**src/hw/iaf_pkg.sv**
```systemverilog
/*
  constants, field layout, reset values and types of the flash sequencer.
  assumes an 8-bit register port and a 50 MHz core clock.
*/
`default_nettype none
package iaf_pkg;
  // ----------------------------------------
  // register offsets
  // ----------------------------------------
  localparam logic [7:0] ADR_CHIP_CTRL = 8'h9F;
  localparam logic [7:0] ADR_TRIGGER = 8'hA4;
  localparam logic [7:0] ADR_UPD_EN = 8'hA5;
  localparam logic [7:0] ADR_ADDR_LO = 8'hA6;
  localparam logic [7:0] ADR_ADDR_HI = 8'hA7;
  localparam logic [7:0] ADR_DATA = 8'hAE;
  localparam logic [7:0] ADR_CMD = 8'hAF;
  localparam logic [7:0] ADR_TA_LOCK = 8'hB8;
  localparam logic [7:0] ADR_BO_CFG = 8'hB9;
  localparam logic [7:0] ADR_IRQ_STAT = 8'hBA;
  localparam logic [7:0] ADR_IRQ_MASK = 8'hBB;
  // ----------------------------------------
  // field positions
  // ----------------------------------------
  localparam int CHIP_EN_BIT = 0;
  localparam int CHIP_BS_BIT = 1;
  localparam int CHIP_FAULT_BIT = 6;
  localparam int UPD_APP_BIT = 0;
  localparam int UPD_LDR_BIT = 1;
  localparam int UPD_CFG_BIT = 2;
  localparam int TRIG_GO_BIT = 0;
  localparam int BO_INHIBIT_BIT = 3;
  localparam int CMD_FC_LSB = 0;
  localparam int CMD_FCEN_BIT = 4;
  localparam int CMD_FOEN_BIT = 5;
  localparam int CMD_BLK_LSB = 6;
  localparam int IRQ_DONE_BIT = 0;
  localparam int IRQ_FAULT_BIT = 1;
  // ----------------------------------------
  // reset values
  // ----------------------------------------
  localparam logic [7:0] RST_CHIP = 8'h00;
  localparam logic [2:0] RST_UPD = 3'h0;
  localparam logic [7:0] RST_CMD = 8'h30;
  localparam logic [7:0] RST_BYTE = 8'h00;
  localparam logic [7:0] RST_BO_CFG = 8'hFF;
  localparam logic [1:0] RST_IRQ = 2'h0;
  // ----------------------------------------
  // command codes
  // ----------------------------------------
  localparam logic [3:0] FC_READ = 4'h0;
  localparam logic [3:0] FC_PROG = 4'h1;
  localparam logic [3:0] FC_ERASE = 4'h2;
  localparam logic [1:0] BLK_APP = 2'h0;
  localparam logic [1:0] BLK_LDR = 2'h1;
  localparam logic [1:0] BLK_CFG = 2'h2;
  localparam logic [7:0] TA_KEY1 = 8'hAA;
  localparam logic [7:0] TA_KEY2 = 8'h55;
  // ----------------------------------------
  // timing
  // ----------------------------------------
  localparam int CLK_PERIOD_NS = 20;
  localparam int ERASE_TIME_MS = 5;
  localparam int PROG_TIME_NS = 23500;
  localparam int ERASE_CYC = ERASE_TIME_MS * 1000000 / CLK_PERIOD_NS;
  localparam int PROG_CYC = (PROG_TIME_NS + CLK_PERIOD_NS - 1) / CLK_PERIOD_NS;
  localparam int READ_CYC = 2;
  localparam logic [2:0] TA_OPEN_CYC = 3'h4;
  localparam int TMR_W = 18;
  // ----------------------------------------
  // types
  // ----------------------------------------
  typedef enum logic [1:0] {
    ST_IDLE = 2'b00,
    ST_RUN = 2'b01,
    ST_END = 2'b10
  } iaf_state_t;
  typedef enum logic [1:0] {
    OP_READ = 2'b00,
    OP_PROG = 2'b01,
    OP_ERASE = 2'b10
  } iaf_op_t;
endpackage
`default_nettype wire

```
**src/hw/iaf_op_timer.sv**
```systemverilog
/*
  down-counter that times one flash operation from the core clock.
  assumes load is nonzero and start is a single-cycle pulse.
*/
`default_nettype none
module iaf_op_timer
  import iaf_pkg::*;
(
  input wire logic core_clk,
  input wire logic nrst,
  input wire logic start,
  input wire logic [TMR_W-1:0] load,
  input wire logic abort,
  output logic busy,
  output logic done
);
  typedef struct packed {
    logic run;
    logic [TMR_W-1:0] cnt;
  } iaf_tmr_t;

  iaf_tmr_t s;
  iaf_tmr_t n;

  // ----------------------------------------
  // count
  // ----------------------------------------
  always_comb
  begin
    n = s;
    if (start)
    begin
      n.run = 1'b1;
      n.cnt = load;
    end
    else if (abort)
    begin
      n.run = 1'b0;
    end
    else if (s.run)
    begin
      n.cnt = s.cnt - 1'b1;
      if (s.cnt == {{(TMR_W-1){1'b0}}, 1'b1})
      begin
        n.run = 1'b0;
      end
    end
  end

  always_ff @(posedge core_clk)
  begin
    if (!nrst)
    begin
      s <= '0;
    end
    else
    begin
      s <= n;
    end
  end

  assign busy = s.run;
  // abort is left out here so done never loops back through the caller's abort logic
  assign done = s.run && (s.cnt == {{(TMR_W-1){1'b0}}, 1'b1});
endmodule
`default_nettype wire

```
**src/hw/iaf_timed_access.sv**
```systemverilog
/*
  timed-access lock: two key writes open a short window for one protected write.
  assumes key writes arrive as single-cycle strobes from the register port.
*/
`default_nettype none
module iaf_timed_access
  import iaf_pkg::*;
(
  input wire logic core_clk,
  input wire logic nrst,
  input wire logic lock_wr,
  input wire logic [7:0] lock_wdata,
  input wire logic prot_wr,
  output logic open
);
  typedef struct packed {
    logic key1_seen;
    logic [2:0] open_cnt;
  } iaf_ta_t;

  iaf_ta_t s;
  iaf_ta_t n;

  // ----------------------------------------
  // key sequence
  // ----------------------------------------
  always_comb
  begin
    n = s;
    if (s.open_cnt != 3'h0)
    begin
      n.open_cnt = s.open_cnt - 3'h1;
    end
    if (lock_wr)
    begin
      n.key1_seen = (lock_wdata == TA_KEY1);
      if (s.key1_seen && lock_wdata == TA_KEY2)
      begin
        n.open_cnt = TA_OPEN_CYC;
      end
    end
    // one protected write uses up the window
    if (prot_wr)
    begin
      n.open_cnt = 3'h0;
    end
  end

  always_ff @(posedge core_clk)
  begin
    if (!nrst)
    begin
      s <= '0;
    end
    else
    begin
      s <= n;
    end
  end

  assign open = (s.open_cnt != 3'h0);
endmodule
`default_nettype wire

```
**src/hw/iaf_top.sv**
```systemverilog
/*
  in-application flash sequencer: registers, checks, timing and flash drive.
  assumes an 8-bit register port with read data one cycle late, a flash
  array that acts on level strobes, and brown-out status from outside.
*/
// Chosen here: the address-and-strobe port.
`default_nettype none
// How it works
// - no operation unless enable bit set; that bit also starts the fast oscillator
// - three update enables allow config, loader or application area writes
// - go bit stalls the cpu while the sequencer drives pump and flash
// - go clears itself at completion and the cpu resumes
// - erase and program times come from internal counts, not supply
// - trigger register writes need the timed-access unlock first
// - out-of-range address sets the fault flag
// - unknown command code sets the fault flag
// - erase or program of a locked area sets the fault flag
// - erase or program under brown-out with inhibit active sets the fault flag
// - brown-out inhibit only matters while brown-out detection is on and brown-out reset is off
// - hardware only sets the fault flag; software clears it
// - command selects erase, program or read and the target area
// - program data comes before go; read result lands in the data register
module iaf_top
  import iaf_pkg::*;
#(
  parameter int ERASE_CYCLES = ERASE_CYC,
  parameter logic [15:0] APP_LAST_ADDR = 16'h3FFF,
  parameter logic [15:0] LDR_LAST_ADDR = 16'h0FFF,
  parameter logic [15:0] CFG_LAST_ADDR = 16'h0007
)
(
  input wire logic core_clk,
  input wire logic nrst,
  input wire logic [7:0] reg_addr,
  input wire logic [7:0] reg_wdata,
  input wire logic reg_wr,
  input wire logic reg_rd,
  output logic [7:0] reg_rdata,
  output logic irq,
  output logic cpu_hold,
  output logic osc_en,
  output logic pump_en,
  output logic flash_erase,
  output logic flash_prog,
  output logic flash_read,
  output logic [1:0] flash_area,
  output logic [15:0] flash_addr,
  output logic [7:0] flash_wdata,
  input wire logic [7:0] flash_rdata,
  input wire logic brownout_detect_on,
  input wire logic brownout_reset_on,
  input wire logic supply_below_bod
);
  typedef struct packed {
    iaf_state_t state;
    iaf_op_t op;
    logic flash_op_enable;
    logic bank_sel;
    logic op_fault_flag;
    logic [2:0] area_update_enables;
    logic [7:0] target_addr_hi;
    logic [7:0] target_addr_lo;
    logic [7:0] flash_data_byte;
    logic [7:0] op_command_reg;
    logic [7:0] brownout_config_byte;
    logic [1:0] irq_stat;
    logic [1:0] irq_mask;
    logic [7:0] rdata;
  } iaf_regs_t;

  iaf_regs_t s;
  iaf_regs_t n;

  logic ta_open;
  logic prot_wr;
  logic lock_wr;
  logic tmr_start;
  logic tmr_abort;
  logic [TMR_W-1:0] tmr_load;
  logic tmr_done;
  logic go_req;
  logic [3:0] function_code;
  logic [1:0] block_select;
  logic cmd_ok;
  logic addr_ok;
  logic upd_ok;
  logic bo_block;
  logic start_fault;
  logic set_fault;
  logic set_done;
  iaf_op_t op_dec;
  logic [15:0] addr_full;
  logic [15:0] area_last;

  // ----------------------------------------
  // helpers
  // ----------------------------------------
  iaf_timed_access u_ta (
    .core_clk(core_clk),
    .nrst(nrst),
    .lock_wr(lock_wr),
    .lock_wdata(reg_wdata),
    .prot_wr(prot_wr),
    .open(ta_open)
  );

  iaf_op_timer u_tmr (
    .core_clk(core_clk),
    .nrst(nrst),
    .start(tmr_start),
    .load(tmr_load),
    .abort(tmr_abort),
    .busy(),
    .done(tmr_done)
  );

  assign lock_wr = reg_wr && (reg_addr == ADR_TA_LOCK);
  assign prot_wr = reg_wr && (reg_addr == ADR_CHIP_CTRL || reg_addr == ADR_UPD_EN
                   || reg_addr == ADR_TRIGGER);

  // ----------------------------------------
  // command decode
  // ----------------------------------------
  assign function_code = s.op_command_reg[CMD_FC_LSB +: 4];
  assign block_select = s.op_command_reg[CMD_BLK_LSB +: 2];
  assign addr_full = {s.target_addr_hi, s.target_addr_lo};

  always_comb
  begin
    op_dec = OP_READ;
    cmd_ok = 1'b0;
    if (!s.op_command_reg[CMD_FCEN_BIT])
    begin
      if (s.op_command_reg[CMD_FOEN_BIT] && function_code == FC_ERASE
          && block_select != 2'h3)
      begin
        op_dec = OP_ERASE;
        cmd_ok = 1'b1;
      end
      else if (s.op_command_reg[CMD_FOEN_BIT] && function_code == FC_PROG
               && block_select != 2'h3)
      begin
        op_dec = OP_PROG;
        cmd_ok = 1'b1;
      end
      else if (!s.op_command_reg[CMD_FOEN_BIT] && function_code == FC_READ
               && (block_select == BLK_APP || block_select == BLK_LDR))
      begin
        op_dec = OP_READ;
        cmd_ok = 1'b1;
      end
    end
  end

  always_comb
  begin
    area_last = APP_LAST_ADDR;
    upd_ok = s.area_update_enables[UPD_APP_BIT];
    if (block_select == BLK_LDR)
    begin
      area_last = LDR_LAST_ADDR;
      upd_ok = s.area_update_enables[UPD_LDR_BIT];
    end
    else if (block_select == BLK_CFG)
    begin
      area_last = CFG_LAST_ADDR;
      upd_ok = s.area_update_enables[UPD_CFG_BIT];
    end
  end

  assign addr_ok = (addr_full <= area_last);
  // inhibit only counts when detection is on and reset is off
  assign bo_block = s.brownout_config_byte[BO_INHIBIT_BIT] && brownout_detect_on
                    && !brownout_reset_on && supply_below_bod;
  assign start_fault = !cmd_ok
                       || !addr_ok
                       || (op_dec != OP_READ && !upd_ok)
                       || (op_dec != OP_READ && bo_block);

  always_comb
  begin
    tmr_load = TMR_W'(READ_CYC);
    unique case (op_dec)
      OP_ERASE: tmr_load = TMR_W'(ERASE_CYCLES);
      OP_PROG: tmr_load = TMR_W'(PROG_CYC);
      OP_READ: tmr_load = TMR_W'(READ_CYC);
      default: tmr_load = TMR_W'(READ_CYC);
    endcase
  end

  // ----------------------------------------
  // registers and sequencer
  // ----------------------------------------
  always_comb
  begin
    n = s;
    go_req = 1'b0;
    tmr_start = 1'b0;
    tmr_abort = 1'b0;
    set_fault = 1'b0;
    set_done = 1'b0;
    if (reg_wr)
    begin
      unique case (reg_addr)
        ADR_CHIP_CTRL:
        begin
          if (ta_open)
          begin
            n.flash_op_enable = reg_wdata[CHIP_EN_BIT];
            n.bank_sel = reg_wdata[CHIP_BS_BIT];
            n.op_fault_flag = reg_wdata[CHIP_FAULT_BIT];
          end
        end
        ADR_UPD_EN:
        begin
          if (ta_open)
          begin
            n.area_update_enables = reg_wdata[2:0];
          end
        end
        ADR_TRIGGER:
        begin
          // a go while disabled or locked is dropped silently
          go_req = ta_open && reg_wdata[TRIG_GO_BIT] && s.flash_op_enable
                   && s.state == ST_IDLE;
        end
        ADR_ADDR_LO: n.target_addr_lo = reg_wdata;
        ADR_ADDR_HI: n.target_addr_hi = reg_wdata;
        ADR_DATA: n.flash_data_byte = reg_wdata;
        ADR_CMD: n.op_command_reg = reg_wdata;
        ADR_BO_CFG: n.brownout_config_byte = reg_wdata;
        ADR_IRQ_STAT: n.irq_stat = s.irq_stat & ~reg_wdata[1:0];
        ADR_IRQ_MASK: n.irq_mask = reg_wdata[1:0];
        default: n.rdata = s.rdata;
      endcase
    end
    unique case (s.state)
      ST_IDLE:
      begin
        if (go_req)
        begin
          n.op = op_dec;
          if (start_fault)
          begin
            set_fault = 1'b1;
            n.state = ST_END;
          end
          else
          begin
            tmr_start = 1'b1;
            n.state = ST_RUN;
          end
        end
      end
      ST_RUN:
      begin
        if (s.op != OP_READ && bo_block)
        begin
          // supply sagged mid-operation: stop driving the array
          tmr_abort = 1'b1;
          set_fault = 1'b1;
          n.state = ST_END;
        end
        else if (tmr_done)
        begin
          if (s.op == OP_READ)
          begin
            n.flash_data_byte = flash_rdata;
          end
          n.state = ST_END;
        end
      end
      ST_END:
      begin
        set_done = 1'b1;
        n.state = ST_IDLE;
      end
      default: n.state = ST_IDLE;
    endcase
    // hardware sets win over a software clear in the same cycle
    if (set_fault)
    begin
      n.op_fault_flag = 1'b1;
      n.irq_stat[IRQ_FAULT_BIT] = 1'b1;
    end
    if (set_done)
    begin
      n.irq_stat[IRQ_DONE_BIT] = 1'b1;
    end
    n.rdata = 8'h00;
    if (reg_rd)
    begin
      unique case (reg_addr)
        ADR_CHIP_CTRL: n.rdata = {1'b0, s.op_fault_flag, 4'h0, s.bank_sel,
                                  s.flash_op_enable};
        ADR_UPD_EN: n.rdata = {5'h00, s.area_update_enables};
        ADR_TRIGGER: n.rdata = 8'h00;
        ADR_ADDR_LO: n.rdata = s.target_addr_lo;
        ADR_ADDR_HI: n.rdata = s.target_addr_hi;
        ADR_DATA: n.rdata = s.flash_data_byte;
        ADR_CMD: n.rdata = s.op_command_reg;
        ADR_BO_CFG: n.rdata = s.brownout_config_byte;
        ADR_IRQ_STAT: n.rdata = {6'h00, s.irq_stat};
        ADR_IRQ_MASK: n.rdata = {6'h00, s.irq_mask};
        default: n.rdata = 8'h00;
      endcase
    end
  end

  always_ff @(posedge core_clk)
  begin
    if (!nrst)
    begin
      s.state <= ST_IDLE;
      s.op <= OP_READ;
      s.flash_op_enable <= RST_CHIP[CHIP_EN_BIT];
      s.bank_sel <= RST_CHIP[CHIP_BS_BIT];
      s.op_fault_flag <= RST_CHIP[CHIP_FAULT_BIT];
      s.area_update_enables <= RST_UPD;
      s.target_addr_hi <= RST_BYTE;
      s.target_addr_lo <= RST_BYTE;
      s.flash_data_byte <= RST_BYTE;
      s.op_command_reg <= RST_CMD;
      s.brownout_config_byte <= RST_BO_CFG;
      s.irq_stat <= RST_IRQ;
      s.irq_mask <= RST_IRQ;
      s.rdata <= RST_BYTE;
    end
    else
    begin
      s <= n;
    end
  end

  // ----------------------------------------
  // outputs
  // ----------------------------------------
  assign reg_rdata = s.rdata;
  assign irq = |(s.irq_stat & s.irq_mask);
  assign cpu_hold = (s.state != ST_IDLE);
  // oscillator stays up until a running operation is over
  assign osc_en = s.flash_op_enable || (s.state != ST_IDLE);
  assign pump_en = (s.state == ST_RUN) && (s.op != OP_READ);
  assign flash_erase = (s.state == ST_RUN) && (s.op == OP_ERASE);
  assign flash_prog = (s.state == ST_RUN) && (s.op == OP_PROG);
  assign flash_read = (s.state == ST_RUN) && (s.op == OP_READ);
  assign flash_area = block_select;
  assign flash_addr = addr_full;
  assign flash_wdata = s.flash_data_byte;
endmodule
`default_nettype wire
```
**config.mk**
```make
export PLATFORM = sky130hd
export DESIGN_NAME = iaf_top
export DESIGN_NICKNAME = d
export VERILOG_FILES = /design/src/hw/iaf_pkg.sv /design/src/hw/iaf_op_timer.sv /design/src/hw/iaf_timed_access.sv /design/src/hw/iaf_top.sv
export SDC_FILE = /design/constraint.sdc
export NUM_CORES = 1
export LEC_CHECK = 0
export BUFFER_PORTS_ARGS = -buffer_cell sky130_fd_sc_hd__buf_2
export CORE_UTILIZATION = 58
export CTS_CLUSTER_DIAMETER = 60
export CTS_CLUSTER_SIZE = 40
export DETAILED_ROUTE_END_ITERATION = 10
export GPL_TIMING_DRIVEN = 0
export PLACE_DENSITY = 0.81
export REMOVE_ABC_BUFFERS = 1
export SYNTH_ARGS = -nofsm -noshare
export SYNTH_HDL_FRONTEND = slang
export SYNTH_HIERARCHICAL = 1
export SYNTH_SLANG_ARGS = --single-unit
```
**constraint.sdc**
```tcl
create_clock -name core_clk -period 4 [get_ports core_clk]
set_clock_uncertainty 0.2 [all_clocks]
set_input_delay 0.6 -clock core_clk [delete_from_list [all_inputs] [get_ports core_clk]]
set_output_delay 0.6 -clock core_clk [all_outputs]
set_load 0.01 [all_outputs]
```
Word-level counts from Yosys, hierarchy flattened --
Index checks and enable logic that the tools add are counted.
Word-level totals: flip-flop bits (word level) 85, input port bits 31
Cells by class: add/subtract/negate cells 2, order comparisons 1, equality and inequality tests 28, mux-type cells 56, bitwise logic cells 4, reductions and logical operators 66
Operators with widths (number):
- == test 8 bit, second input constant | 12
- 2-to-1 mux 8 bit | 9
- one-hot mux 8 bit (9 select lines) | 1
- 2-to-1 mux 56 bit | 1
- 2-to-1 mux 19 bit | 2
- one-hot mux 18 bit (2 select lines) | 1
- 2-to-1 mux 14 bit | 2
- 2-to-1 mux 1 bit | 24
- logical AND 1 bit | 23
- AND reduction 2 bit | 11
- nonzero test 2 bit | 10
- == test 18 x 1 -> 1 bit, second input constant | 1
- 2-to-1 mux 18 bit | 1
- subtractor 18 x 1 -> 18 bit, second input constant | 1
- less-or-equal comparator 16 bit | 1
- 2-to-1 mux 3 bit | 5
- 2-to-1 mux 2 bit | 7
- AND reduction 3 bit | 3
- == test 2 x 1 -> 1 bit, second input constant | 4
- == test 2 bit, second input constant | 4
- == test 8 x 7 -> 1 bit, second input constant | 1
- logical OR 1 bit | 7
- zero test 2 bit | 3
- inequality test 2 bit, second input constant | 3
- 14 further kinds | 20

Longest topological paths before layout --
depth after elaboration 16, depth in mapped cells 13, mapped depth without buffers 12

By module --
The synthesis kept the hierarchy.
Modules (own cells, without submodules):
- iaf_top | times used 1, cells each 440, area each 3637.2 um^2, seq. area each 1241.2 um^2
- iaf_op_timer | times used 1, cells each 125, area each 1066.0 um^2, seq. area each 380.4 um^2
- iaf_timed_access | times used 1, cells each 25, area each 247.7 um^2, seq. area each 80.1 um^2

Worst setup path after synthesis --
No wires, ideal clock.
kind reg-to-reg, from register s (netlist bit flash_area[0]), to register u_tmr/s[11] (netlist name), setup time 0.074 ns, data arrival time 3.013 ns, required time 3.726 ns, path slack 0.713 ns, stages on the path, launching flop included 12, path buffers 0, period minus slack after synthesis 3.287 ns, cell sequence dfxtp_1 > inv_1 > ha_1 > ha_1 > nand2_1 > nor4_1 > mux2i_1 > a21oi_1 > and3_1 > o2111ai_1 > or4_1 > a31oi_1
On the way: cells in the longest elaborated chain, start to end 16, elaborated cells between the ends (all ways) 36, classes of those cells order compare (1); eq/ne (4); mux (15); reduce/logical (16)
Ends and longest elaborated chain:
- start, declared | RTL line iaf_top.sv:71 | iaf_regs_t s;
- start signal, assigned | RTL line iaf_top.sv:331 | s <= n;
- parallel branches: the longest is 10 deep, another holds less-or-equal comparator 16 bit
- logical OR 1 bit * | RTL line iaf_top.sv:178 | || (op_dec != OP_READ && bo_block);
- 2-to-1 mux 1 bit * | RTL line iaf_top.sv:243 | if (start_fault)
- 2-to-1 mux 1 bit * | RTL line iaf_top.sv:240 | if (go_req)
- 2-to-1 mux 1 bit * | RTL line iaf_top.sv:237 | unique case (s.state)
- inequality test 2 bit (no source line) or nonzero test 2 bit (tied branches)
- AND reduction 2 bit (no source line)
- end signal, assigned | RTL line iaf_op_timer.sv:58 | s <= n;
- end, declared | RTL line iaf_op_timer.sv:22 | iaf_tmr_t s;
Every way passes the cells marked *. A chain may end at the register's enable or synchronous reset.

Worst setup path after layout --
from register s (netlist bit flash_area[0]), to register u_tmr/s[13] (netlist name)
Same word-level chain as after synthesis.

==> results.txt <==
Top cell type's share of synthesized area -> 34.4%
Iter 0 DRT Violations -> 343
Top cells by count, synth -> dfxtp_1 (85), nand2_1 (61), nand3_1 (51)
Primary FF master, synth -> dfxtp_1
TritonRoute pass-1 iters -> 7
Met2 GRT Util -> 49.9%
Final count of hold timing violations -> 0
Area grow syn2layout -> 8.24%
Hold Crit Class -> flip-flop to flip-flop
First-pass GRT wire length -> 20400 um
Power per Cell Area -> 308 nW/um^2
FF+latch count, synth -> 85
Top cells by area, synth -> dfxtp_1 (34%), nand3_1 (5.2%), buf_4 (5.2%)
Dpl cells -> 711
Core box area -> 8260 sq um
CP endpoint -> u_tmr/s[13]$_SDFFE_PN0P_
Period Utilization, post-route -> 93.3%
Sequential element share of the synthesized area -> 34.4%
Cell area after layout -> 5360 sq um
Vias per inst -> 6.22
Syn Area/Cell -> 8.39 sq um
R2R Path Start -> flash_area[0]$_SDFFE_PN0P_
CTS buffer count -> 9
Post-layout minimum cycle time -> 3.73 ns
Worst endpoint required time -> 4.09 ns
Longest Clk Path Bufs -> 2
Clk root buf -> clkbuf_8
Final ANT Viol Nets -> 0
Setup TNS -> 0 ns
Crit path max fanout -> 15
Peak supply drop -> 0.179 mV
Pre-CTS WS -> -0.247 ns
CTS Sinks -> 85
Filler instances -> 729
Max-cap violation count -> 0
Finished Layout Cells -> 728
Most numerous cell in the Yosys netlist -> dfxtp_1
Hold_buf cts -> 0
Via count -> 4525
Hold Path Origin -> s[18]$_SDFFE_PN1P_
R2R cell count -> 11
Startpoint types -> flip-flop
Drt wl/cell -> 17.5 um
Ant. Diodes -> 0
Synth area leader -> dfxtp_1
Crit path DAT -> 3.82 ns
Final core occ -> 64.9%
Std cell rows -> 33
Syn. warnings -> 6
Clk pin slew, worst setup/hold paths -> 0.09 ns
Pleak -> 0.00214 uW
I/O pins -> 72
Netlist cell types -> 67
Share of layout cells above drive strength 1 -> 18.5%
Fin worst setup slack -> 0.268 ns
Post-Syn Area -> 4950 sq um
Ys async rst share -> 0%
Mapped Cells -> 590
Hold path depth -> 2
Worst Setup SP -> flash_area[0]$_SDFFE_PN0P_
Placement Cell Area -> 5130 sq um
Initial antenna violation count -> 0
Die height -> 94.4 um
Number of global-route vias before repair -> 4200
Crit Path Category -> flip-flop to flip-flop
Reg2reg end -> u_tmr/s[13]$_SDFFE_PN0P_
Final setup violation count -> 0
Placer's final routability congestion estimate -> 0.911
Relative slew slack -> 20.8%
Largest net degree at the start of global routing -> 79
Final wirelength -> 12700 um
Reg2reg setup slack -> 0.27 ns
Pin slew with the least headroom to its limit -> 1.19 ns
Chip width -> 94.4 um
IO Port Bufs -> 71
GRT busiest layer -> met2
Worst-Skew Late Latency -> 0.36 ns
CP endpoint kind -> flip-flop
Htree depth -> 3
Die area -> 8910 sq um
Unrepaired setup endpoints after global routing -> false
Met3 Use GR -> 5.80%
Met1 GRT Util -> 37.8%
GRT Util Overall -> 29.5%
CTS tree -> done
EDFF count, synth -> 0
Max Freq -> 268 MHz
Starting Density -> 60.0%
Total Nets Final -> 668
Outcome -> finished, final reports clean
DRC viols -> 0
Post-DP HPWL -> 8810 um
Max Slew Vio Count -> 0
Grt ovf -> 0
## critical path, cell delays in order (launching register included)
cell and delay (ns):
dfxtp_1 0.46, inv_1 0.13, ha_1 0.37, ha_1 0.33
nand2_1 0.09, nor4_2 0.37, mux2i_1 0.14, a21oi_2 0.30
and3_4 0.35, o2111ai_1 0.27, or4_1 0.48, a31oi_1 0.18
## cell type report
cell class	instances	area, sq um	share of cell area (%)
flip-flops and latches	85	1700	31.8
clock buffers	10	138	2.57
well taps	105	131	2.45
repair buffers	73	370	6.91
inverters	14	52.6	0.981
clock inverters	6	62.6	1.17
multi-input cells	435	2900	54.2
## cell families after synthesis
family	count (synthesis)	share of synthesized area, %
simple gates	234	26.4
compound gates	137	18.5
flops	85	34.4
buf+inv	76	8.44
mux	24	4.95
fa+ha+maj	19	4.80
xor+xnor	14	2.48
other cells	1	0.0757
## stage by stage
step                total power (uW)  hold slack, ns
floorplan                        981           0.234
global placement                1040           0.251
detailed placement              1050           0.259
CTS                             1650           0.272
global route                    1710           0.295
finish                          1650           0.273
## state kept, by name, summed over array words and instances (netlist names)
signal	flops
flash_addr	16
function_code	4
u_ta/s	4
reg_rdata	8
flash_area	2
u_tmr/busy	1
s	24
u_tmr/s	18
flash_wdata	8
## cells in the final DEF (no fill, tap or decap), drive strengths merged, types with 3 or more instances in the layout
| master | instances |
|---|---|
| nand4 | 5 |
| or2 | 3 |
| nor2b | 16 |
| a31oi | 12 |
| clkinvlp | 3 |
| nand3b | 5 |
| nand4b | 4 |
| conb | 7 |
| mux2i | 20 |
| a21boi | 24 |
| nand2b | 10 |
| or3 | 7 |
| o21ai | 27 |
| dfxtp | 85 |
| o311a | 3 |
| clkbuf | 10 |
| nor4 | 13 |
| a21oi | 28 |
| o31a | 3 |
| inv | 14 |
| ha | 19 |
| xnor2 | 7 |
| and2 | 3 |
| nor3b | 7 |
| a22oi | 17 |
| nor3 | 17 |
| nand3 | 51 |
| o21a | 3 |
| o31ai | 5 |
| nand2 | 62 |
| mux2 | 4 |
| buf | 73 |
| or4 | 4 |
| nor2 | 16 |
| xor2 | 7 |
## worst min path at each step
stage / end
final: s[18]$_SDFFE_PN1P_
after global routing: s[13]$_SDFFE_PN1P_
after CTS: s[18]$_SDFFE_PN1P_
after detailed placement: s[18]$_SDFFE_PN1P_
after global placement: s[18]$_SDFFE_PN1P_
after floorplan: s[13]$_SDFFE_PN1P_
## timing repair
item	4_1_cts	5_1_grt
gates resized for setup	2	4
cloned	0	0
pin swaps	0	1
setup endpoints to repair	12	12
buffers inserted	0	1
## routing by layer
layer	vias up	share of wire [%]
li1	2168	-
met1	2157	42
met2	181	48
met3	19	7.8
met4	0	1.7
met5	-	0
## where the power goes
part / internal, uW / switching [uW] / total [uW]
sequential: 859 / 7.33 / 866
clock: 303 / 318 / 621
combinational: 66.3 / 97.2 / 163
total: 1230 / 422 / 1650
No activity file was read; power rests on OpenSTA's default activity.
